### src/logic/mem_protect_pkg.sv
// Constants for the configuration-word memory protection block
package mem_protect_pkg;
   localparam int               CFG_WIDTH       = 14;
   // Register byte offsets
   localparam logic [7:0]       OFS_CFG_WORD    = 8'h00;
   localparam logic [7:0]       OFS_CONTROL     = 8'h04;
   localparam logic [7:0]       OFS_STATUS      = 8'h08;
   // Field positions inside the configuration word
   localparam int               BIT_LV_EN       = 13;
   localparam int               BIT_STORE_WLOCK = 11;
   localparam int               BIT_CFG_WLOCK   = 9;
   localparam int               BIT_BOOT_WLOCK  = 8;
   localparam int               BIT_APP_WLOCK   = 7;
   localparam int               BIT_STORE_EN    = 4;
   localparam int               BIT_BOOT_EN     = 3;
   localparam int               BIT_BSIZE_LO    = 0;
   localparam int               BIT_BSIZE_HI    = 2;
   // Control register bits
   localparam int               CTL_BULK_ERASE  = 0;
   localparam int               CTL_LV_SESSION  = 1;
   localparam int               CTL_EXT_RST_EN  = 2;
   // Blank value after bulk erase; unimplemented bits read as one
   localparam logic [13:0]      CFG_BLANK       = 14'h3FFF;
   // Bits that software may write; the rest are unimplemented
   localparam logic [13:0]      CFG_WMASK       = 14'h2B9F;
   localparam logic [1:0]       RESP_OKAY       = 2'h0;
   localparam logic [1:0]       RESP_SLVERR     = 2'h2;
endpackage

### src/logic/mem_protect.sv
// Configuration word memory protection with an AXI4-Lite register slave
module mem_protect
(
   // Clock and reset
   input  wire logic        core_clk,
   input  wire logic        rst_n,
   // AXI4-Lite write address and data
   input  wire logic [7:0]  awaddr,
   input  wire logic        awvalid,
   output logic             awready,
   input  wire logic [31:0] wdata,
   input  wire logic [3:0]  wstrb,
   input  wire logic        wvalid,
   output logic             wready,
   // AXI4-Lite write response
   output logic [1:0]       bresp,
   output logic             bvalid,
   input  wire logic        bready,
   // AXI4-Lite read
   input  wire logic [7:0]  araddr,
   input  wire logic        arvalid,
   output logic             arready,
   output logic [31:0]      rdata,
   output logic [1:0]       rresp,
   output logic             rvalid,
   input  wire logic        rready,
   // Decoded protection outputs
   output logic             lowVoltActive,
   output logic             resetPinIsReset,
   output logic             storeEnabled,
   output logic             storeWriteBlock,
   output logic             cfgWriteBlock,
   output logic             bootWriteBlock,
   output logic             appWriteBlock,
   output logic             bootEnabled,
   output logic [2:0]       bootSize
);
   logic [13:0] cfgQ, cfgD;
   logic [2:0]  ctlQ, ctlD;
   logic        refusedQ, refusedD;
   logic        awHeldQ, awHeldD, wHeldQ, wHeldD;
   logic [7:0]  awAddrQ, awAddrD;
   logic [31:0] wDataQ, wDataD;
   logic [3:0]  wStrbQ, wStrbD;
   logic        bvalidQ, bvalidD, rvalidQ, rvalidD;
   logic [1:0]  brespQ, brespD, rrespQ, rrespD;
   logic [31:0] rdataQ, rdataD;
   logic [8:0]  outD, outQ;
   logic [2:0]  bsizeQ, bsizeD;
   // Ready flags are registered so that every output leaves a flip-flop
   logic        awReadyQ, awReadyD, wReadyQ, wReadyD, arReadyQ, arReadyD;

   function automatic logic addrOk(input logic [7:0] a);
      addrOk = (a == mem_protect_pkg::OFS_CFG_WORD) || (a == mem_protect_pkg::OFS_CONTROL)
            || (a == mem_protect_pkg::OFS_STATUS);
   endfunction

   // Write channel capture and configuration update
   always_comb
   begin
      logic        doWrite;
      logic [13:0] req;
      logic [13:0] lockable;
      doWrite  = 1'b0;
      req      = cfgQ;
      lockable = 14'h0000;
      awHeldD  = awHeldQ;
      wHeldD   = wHeldQ;
      awAddrD  = awAddrQ;
      wDataD   = wDataQ;
      wStrbD   = wStrbQ;
      bvalidD  = bvalidQ;
      brespD   = brespQ;
      cfgD     = cfgQ;
      ctlD     = ctlQ;
      refusedD = refusedQ;
      if (awvalid && awready)
      begin
         awHeldD = 1'b1;
         awAddrD = awaddr;
      end
      if (wvalid && wready)
      begin
         wHeldD = 1'b1;
         wDataD = wdata;
         wStrbD = wstrb;
      end
      if (bvalidQ && bready)
         bvalidD = 1'b0;
      // Bulk erase is a one-shot command bit; clear it after use
      ctlD[mem_protect_pkg::CTL_BULK_ERASE] = 1'b0;
      if (ctlQ[mem_protect_pkg::CTL_BULK_ERASE])
         cfgD = mem_protect_pkg::CFG_BLANK;
      if (awHeldQ && wHeldQ && !bvalidQ)
      begin
         doWrite = 1'b1;
         awHeldD = 1'b0;
         wHeldD  = 1'b0;
         bvalidD = 1'b1;
         brespD  = addrOk(awAddrQ) ? mem_protect_pkg::RESP_OKAY : mem_protect_pkg::RESP_SLVERR;
      end
      if (doWrite && awAddrQ == mem_protect_pkg::OFS_CONTROL && wStrbQ[0])
         ctlD = wDataQ[2:0];
      if (doWrite && awAddrQ == mem_protect_pkg::OFS_CFG_WORD && !ctlQ[0])
      begin
         req = cfgQ;
         if (wStrbQ[0])
            req[7:0] = wDataQ[7:0];
         if (wStrbQ[1])
            req[13:8] = wDataQ[13:8];
         // Programming can only clear bits; a set needs a bulk erase
         lockable = req & mem_protect_pkg::CFG_WMASK;
         lockable = lockable | ~mem_protect_pkg::CFG_WMASK;
         req      = cfgQ & lockable;
         // Size bits frozen once the boot region is enabled
         if (!cfgQ[mem_protect_pkg::BIT_BOOT_EN])
            req[2:0] = cfgQ[2:0];
         refusedD = 1'b0;
         if (ctlQ[mem_protect_pkg::CTL_LV_SESSION] && !req[mem_protect_pkg::BIT_LV_EN]
             && cfgQ[mem_protect_pkg::BIT_LV_EN])
         begin
            req[mem_protect_pkg::BIT_LV_EN] = 1'b1;
            refusedD = 1'b1;
         end
         cfgD = req;
      end
      awReadyD = !awHeldD;
      wReadyD  = !wHeldD;
   end

   // Read channel
   always_comb
   begin
      rvalidD = rvalidQ;
      rdataD  = rdataQ;
      rrespD  = rrespQ;
      if (rvalidQ && rready)
         rvalidD = 1'b0;
      if (arvalid && arready)
      begin
         rvalidD = 1'b1;
         rrespD  = addrOk(araddr) ? mem_protect_pkg::RESP_OKAY : mem_protect_pkg::RESP_SLVERR;
         case (araddr)
            mem_protect_pkg::OFS_CFG_WORD: rdataD = {18'h00000, cfgQ};
            mem_protect_pkg::OFS_CONTROL:  rdataD = {29'h00000000, ctlQ};
            mem_protect_pkg::OFS_STATUS:   rdataD = {22'h000000, refusedQ, outQ};
            default:                       rdataD = 32'h00000000;
         endcase
      end
      arReadyD = !rvalidD;
   end

   // Decoded protection state
   always_comb
   begin
      logic storeOn, bootOn;
      storeOn = !cfgQ[mem_protect_pkg::BIT_STORE_EN];
      bootOn  = !cfgQ[mem_protect_pkg::BIT_BOOT_EN];
      outD[0] = cfgQ[mem_protect_pkg::BIT_LV_EN];
      // Low-voltage mode forces the shared pin to reset whatever the enable bit says
      outD[1] = cfgQ[mem_protect_pkg::BIT_LV_EN] | ctlQ[mem_protect_pkg::CTL_EXT_RST_EN];
      outD[2] = storeOn;
      outD[3] = storeOn && !cfgQ[mem_protect_pkg::BIT_STORE_WLOCK];
      outD[4] = !cfgQ[mem_protect_pkg::BIT_CFG_WLOCK];
      outD[5] = bootOn && !cfgQ[mem_protect_pkg::BIT_BOOT_WLOCK];
      outD[6] = !cfgQ[mem_protect_pkg::BIT_APP_WLOCK];
      outD[7] = bootOn;
      outD[8] = 1'b0;
      bsizeD  = cfgQ[mem_protect_pkg::BIT_BSIZE_HI:mem_protect_pkg::BIT_BSIZE_LO];
   end

   always_ff @(posedge core_clk or negedge rst_n)
   begin
      if (!rst_n)
      begin
         cfgQ     <= mem_protect_pkg::CFG_BLANK;
         ctlQ     <= 3'h0;
         refusedQ <= 1'b0;
         awHeldQ  <= 1'b0;
         wHeldQ   <= 1'b0;
         awAddrQ  <= 8'h00;
         wDataQ   <= 32'h00000000;
         wStrbQ   <= 4'h0;
         bvalidQ  <= 1'b0;
         brespQ   <= 2'h0;
         rvalidQ  <= 1'b0;
         rdataQ   <= 32'h00000000;
         rrespQ   <= 2'h0;
         outQ     <= 9'h000;
         bsizeQ   <= 3'h0;
         awReadyQ <= 1'b1;
         wReadyQ  <= 1'b1;
         arReadyQ <= 1'b1;
      end
      else
      begin
         cfgQ     <= cfgD;
         ctlQ     <= ctlD;
         refusedQ <= refusedD;
         awHeldQ  <= awHeldD;
         wHeldQ   <= wHeldD;
         awAddrQ  <= awAddrD;
         wDataQ   <= wDataD;
         wStrbQ   <= wStrbD;
         bvalidQ  <= bvalidD;
         brespQ   <= brespD;
         rvalidQ  <= rvalidD;
         rdataQ   <= rdataD;
         rrespQ   <= rrespD;
         outQ     <= outD;
         bsizeQ   <= bsizeD;
         awReadyQ <= awReadyD;
         wReadyQ  <= wReadyD;
         arReadyQ <= arReadyD;
      end
   end

   assign awready         = awReadyQ;
   assign wready          = wReadyQ;
   assign arready         = arReadyQ;
   assign bvalid          = bvalidQ;
   assign bresp           = brespQ;
   assign rvalid          = rvalidQ;
   assign rdata           = rdataQ;
   assign rresp           = rrespQ;
   assign lowVoltActive   = outQ[0];
   assign resetPinIsReset = outQ[1];
   assign storeEnabled    = outQ[2];
   assign storeWriteBlock = outQ[3];
   assign cfgWriteBlock   = outQ[4];
   assign bootWriteBlock  = outQ[5];
   assign appWriteBlock   = outQ[6];
   assign bootEnabled     = outQ[7];
   assign bootSize        = bsizeQ;

   chk_lowvolt_refused: assert property (@(posedge core_clk) disable iff (!rst_n)
      ctlQ[mem_protect_pkg::CTL_LV_SESSION] && cfgQ[mem_protect_pkg::BIT_LV_EN]
      |=> cfgQ[mem_protect_pkg::BIT_LV_EN])
      else $error("Low-voltage enable cleared during low-voltage session");
   chk_sticky_bits: assert property (@(posedge core_clk) disable iff (!rst_n)
      !ctlQ[mem_protect_pkg::CTL_BULK_ERASE] |=> ((cfgQ & ~$past(cfgQ)) == 14'h0000))
      else $error("Protection bit released without bulk erase");
   chk_erase_blank: assert property (@(posedge core_clk) disable iff (!rst_n)
      ctlQ[mem_protect_pkg::CTL_BULK_ERASE] |=> cfgQ == mem_protect_pkg::CFG_BLANK)
      else $error("Bulk erase did not blank word");
   chk_store_lock: assert property (@(posedge core_clk) disable iff (!rst_n)
      cfgQ[mem_protect_pkg::BIT_STORE_EN] |=> !storeWriteBlock)
      else $error("Storage flash locked while disabled");
   chk_store_polarity: assert property (@(posedge core_clk) disable iff (!rst_n)
      ##1 storeEnabled == !$past(cfgQ[mem_protect_pkg::BIT_STORE_EN]))
      else $error("Storage flash enable polarity wrong");
   chk_lowvolt_pin: assert property (@(posedge core_clk) disable iff (!rst_n)
      cfgQ[mem_protect_pkg::BIT_LV_EN] |=> resetPinIsReset && lowVoltActive)
      else $error("Low-voltage mode did not force reset pin function");
   chk_boot_lock: assert property (@(posedge core_clk) disable iff (!rst_n)
      cfgQ[3] |=> !bootWriteBlock)
      else $error("Boot lock applied while boot region disabled");
   chk_region_lock: assert property (@(posedge core_clk) disable iff (!rst_n)
      !cfgQ[9] && !cfgQ[7] |=> cfgWriteBlock && appWriteBlock)
      else $error("Region lock not applied");
endmodule

### config.mk
export PLATFORM = sky130hd
export DESIGN_NAME = mem_protect
export DESIGN_NICKNAME = d
export VERILOG_FILES = /design/src/logic/mem_protect_pkg.sv /design/src/logic/mem_protect.sv
export SDC_FILE = /design/constraint.sdc
export NUM_CORES = 1
export LEC_CHECK = 0
export BUFFER_PORTS_ARGS = -buffer_cell sky130_fd_sc_hd__buf_2
export CORE_MARGIN = 5
export CORE_UTILIZATION = 35
export CTS_CLUSTER_DIAMETER = 80
export DETAILED_ROUTE_END_ITERATION = 6
export GPL_ROUTABILITY_DRIVEN = 1
export SLEW_MARGIN = 40
export SYNTH_ARGS = -nofsm -noshare
export SYNTH_HDL_FRONTEND = slang
export SYNTH_SLANG_ARGS = --single-unit
### constraint.sdc
create_clock -name core_clk -period 1.8 [get_ports core_clk]
set_input_delay 0.18 -clock core_clk [delete_from_list [all_inputs] [get_ports core_clk]]
set_output_delay 0.18 -clock core_clk [all_outputs]
set_load 0.01 [all_outputs]
# After elaboration in Yosys (flattened, before gate mapping)

Index checks and enable logic that the tools add are counted.

Latch bits: 0
Memories kept: 0
Bits in writable memories: 0
Bits in read-only memories: 0
Output and inout port bits: 52
Register bits after elaboration: 96
Input port bits: 59
Word-level logic and storage cells: 85

Reduce and logical (&&, ||, !) cells: 36
Mux-type cells: 22
Shift operators: 0
Bitwise gates (word level): 2
Eq/ne operators: 5
Add/sub/neg operators: 0
Divide/modulo/power cells: 0
Multipliers: 0
$lt $le $gt $ge: 0

Operator list:

| operator             | count |
|---|---|
| $pmux W14 S3         | 1 |
| $mux W14             | 2 |
| $eq A8 B3 Y1 const B | 2 |
| $eq A8 B4 Y1 const B | 2 |
| $logic_not A8 Y1     | 2 |
| $mux W8              | 2 |
| $logic_and A1 B1 Y1  | 15 |
| $and A14 B14 Y14     | 1 |
| $logic_not A1 Y1     | 12 |
| $mux W1              | 12 |
| $mux W6              | 2 |
| $logic_or A1 B1 Y1   | 4 |
| $mux W2              | 2 |
| $reduce_bool A2 Y1   | 2 |
| $mux W3              | 1 |
| $ne A2 B2 Y1 const B | 1 |
| $reduce_and A2 Y1    | 1 |
| $or A1 B1 Y1         | 1 |

# Depth between registers and ports, before layout

Depth after elaboration: 12
Gate-level depth with buffers: 5
Depth with buffers taken out: 3

# Worst setup path before layout

OpenSTA, ideal clock, no wires.

Kind: register to register
Start point: reg awAddrQ[1]
End point: reg cfgQ[0]
Slack: -0.148 ns
Cell stages (with the launch flop): 6
Path buffers: 2
Library setup time: 0.084 ns
Data arrival time: 1.864 ns
Period minus slack after synthesis: 1.948 ns
Data required time: 1.716 ns
Path through: dfrtp_1 -> or4_1 -> buf_2 -> or4_4 -> buf_6 -> o32a_1

Word-level cells in the longest chain between the ends: 5
Elaborated cells between the ends (all ways): 7
Classes of those cells: eq/ne: 1; mux: 1; reduce/logical: 5

RTL lines:

| what                                                                       | RTL line           | source |
|---|---|---|
| start, declared                                                            | mem_protect.sv:42  | `logic [7:0] awAddrQ, awAddrD;` |
| start signal, assigned                                                     | mem_protect.sv:202 | `awAddrQ <= awAddrD;` |
| $logic_not A8 Y1 (*)                                                       | mem_protect.sv:104 | `if (doWrite && awAddrQ == mem_protect_pkg::OFS_CFG_WORD && !ctlQ[0])` |
| $logic_and A1 B1 Y1 (*) (2 in series)                                      | mem_protect.sv:104 |  |
| $ne A2 B2 Y1 (no source line) / $reduce_bool A2 Y1 (equally long branches) | --                 |  |
| $reduce_and A2 Y1 (no source line)                                         | --                 |  |
| end signal, assigned                                                       | mem_protect.sv:176 | `cfgQ <= mem_protect_pkg::CFG_BLANK;` |
| end signal, assigned                                                       | mem_protect.sv:197 | `cfgQ <= cfgD;` |
| end, declared                                                              | mem_protect.sv:38  | `logic [13:0] cfgQ, cfgD;` |

Every way passes the cells marked *; elsewhere a longest branch is shown, timed or not.
A chain may end at the register's enable or synchronous reset.

# Worst setup path in the final report

Start point: reg awAddrQ[2]
End point: reg cfgQ[0]

Same word-level chain as after synthesis.

==> results.txt <==
Worst VDD drop - 866 uV
Clock Skew - 0.0105 ns
R2R cell count - 3
Final period util - 102%
pwr/cell area - 1230 nW/um2
CP max FO - 4
fin worst setup slack - -0.0388 ns
sequential element share of the synthesized area - 61.3%
via count of the first global-routing pass - 1847
flop2flop setup slack - -0.04 ns
die area - 9900 um2
cell count of the worst hold path - 2
worst setup path class - flop to flop
final hold vios - 0
final core utilization - 43.9%
Post-Synth XOR/XNOR Area - 0%
met2 Use GR - 17.5%
Pleak - 1.62 nW
min-delay src - bready
Synth Warn # - 0
average instance area after synthesis - 12.0 um2
FFs w/ async S/R, synth - 100%
CTS tree - done
Syn Inst Count - 233
FMAX - 544 MHz
Die X - 99.5 um
post-route antenna net violation count - 0
worst r2r dst - cfgQ[0]
routed vias - 1886
Clock transition at path regs - 0.07 ns
H-tree Lvls - 3
min-delay worst type - input pin to flop
Antenna Cells - 0
initial drt markers - 72
count of final max-slew check failures - 0
ordered cell list for the critical path - or4b_4 > or4_4 > o32a_1
Pre-Repair DR Iteration Count - 4
EDFF count, synth - 0
drt wl/cell - 13.4 um
Post-Route WL - 5560 um
failing checks - negative setup slack
largest net degree at the start of global routing - 69
CP startpoint kind - flop
Post-Synth Simple-Gate Area - 10.8%
RSZ-0062 raised after global routing - yes
Top delay family on crit path - simple AND/OR/NAND/NOR gates
antenna violations before repair - 0
number of buffers added on ports - 66
Vias/cell - 4.53
HPWL Detailed - 4000 um
slowest stage delay, CP - 0.52 ns
total chip power - 0.00419 W
post-route minimum period - 1.84 ns
cell count along the critical path - 3
Netlist Area Pre-Place - 2800 um2
Final nets - 368
Placer Congestion - 0.751
Final Instance Count excl. Fillers - 416
core area - 7770 um2
first-pass GRT wire length - 9220 um
Synth Register Bits - 68
Final setup viols - 5
placed cells - 397
reg2reg start - awAddrQ[2]
share of cells above drive strength 1 - 41.7%
total of max-cap violations - 0
Slowest cell on crit path - or4b_4
DRC - 0
required time of the worst setup path - 2.06 ns
Worst Hold Endpoint - bvalid
Worst Path Buf+Inv - 0
GR Util met3 - 6.80%
GR peak layer - met2
grt ovf - 0
Initial Util - 36.1%
Critical Path End Type - flop
multiplexer share of the synthesized area - 10.5%
GRT met1 Usage - 15.3%
post-synthesis adder-cell area fraction - 0%
Distinct cells, synth - 33
All-Layer GR Usage - 12.0%
row cnt - 32
commonest non-fill, non-tap cells in the layout - buf_2, dfrtp_1, o21ai_0
Final Instance Area - 3410 um2
insertion delay to the later sink of the worst-skew pair - 0.34 ns
area grow syn2layout - 21.6%
complex-gate fraction of the synthesized area - 8.34%
largest family of logic cells by synthesized area - simple AND/OR/NAND/NOR gates
commonest non-fill, non-tap cell in the layout - buf_2
Main synth FF type - dfrtp_1
TritonCTS Sinks - 68
WP data arrival - 2.10 ns
IO Count - 111
setup TNS - -0.0905 ns
outcome - finished with violations
Bufs on Longest Clock Path - 2
Cell Area, Placed - 3210 um2
TritonCTS buffer count - 9
root buf cell - clkbuf_8
Die Height - 99.5 um
==> worst max-delay path by stage <==
stage	start	to	slack, ns
2_1_floorplan	awAddrQ[1]	cfgQ[0]	-0.09
3_3_place_gp	awAddrQ[1]	ctlQ[1]	-0.1
3_5_place_dp	awAddrQ[1]	ctlQ[1]	-0.11
4_1_cts	awAddrQ[2]	cfgQ[0]	-0.04
5_1_grt	awAddrQ[2]	cfgQ[0]	-0.09
6_report	awAddrQ[2]	cfgQ[0]	-0.04
==> through the flow <==
| stage | setup slack (ns) | hold WS (ns) |
|---|---|---|
| global placement | -0.0958 | 0.227 |
| finish | -0.0388 | 0.0369 |
| CTS | -0.0442 | 0.0184 |
| global route | -0.0855 | 0.0148 |
| detailed placement | -0.113 | 0.230 |
| floorplan | -0.0864 | -0.116 |
==> final cells by class <==
class,count,area [um2]
fill,748,4360
clock buffer,14,163
multi-input combinational,141,918
tap,102,128
clock inverter,2,10.0
timing repair buffer,77,428
sequential,68,1720
inverter,12,45.0
==> worst register-to-register path: cells and delay by family, from the launching register on <==
kind / cells / cell delay [ns]
and+or+nand+nor: 2 / 1.04
DFF: 1 / 0.38
AOI/OAI and AO/OA: 1 / 0.34
==> cell families after synthesis <==
family / after synthesis
other: 1
flip-flops: 68
AND/OR/NAND/NOR: 56
buffers and inverters: 43
multiplexers: 27
AO/OA/AOI/OAI: 38
==> power by group <==
part	internal (W)	switching [W]
clock	0.000572	0.000513
sequential	0.00194	0.000209
combinational	0.000502	0.000454
==> cells in the mapped netlist (6+ instances only) <==
library cell,number,area (um2)
a21oi_1,6,30.0
buf_4,21,158
clkbuf_1,7,26.3
dfrtp_1,54,1350
dfstp_2,14,368
inv_1,12,45.0
mux2_2,20,225
mux2i_1,7,70.1
nand2_1,19,71.3
nor2_1,9,33.8
o21ai_0,21,105
==> sequential cells by signal, summed over array words and instances (netlist names), 2 cells and up <==
register and cells:
wStrbQ 2, bootSize 3, outQ 8, ctlQ 3, cfgQ 11, awAddrQ 8, rdata 13, wDataQ 10
==> metal layers <==
layer	up-vias	share of wire (%)	routed length, um
met4	0	1.1	61
li1	905	-	-
met2	91	43	2370
met1	885	44	2460
met3	5	12	667
met5	-	0	0
==> what timing repair did <==
item | CTS | global route
cloned | 0 | 0
setup buffers | 1 | 1
hold buffers | 1 | 0
hold endpoints to repair | 54 | 0
pin swaps | 4 | 0
gates resized for setup | 1 | 0
endpoints found under the setup margin | 6 | 13
(Power assumes the default switching activity.)
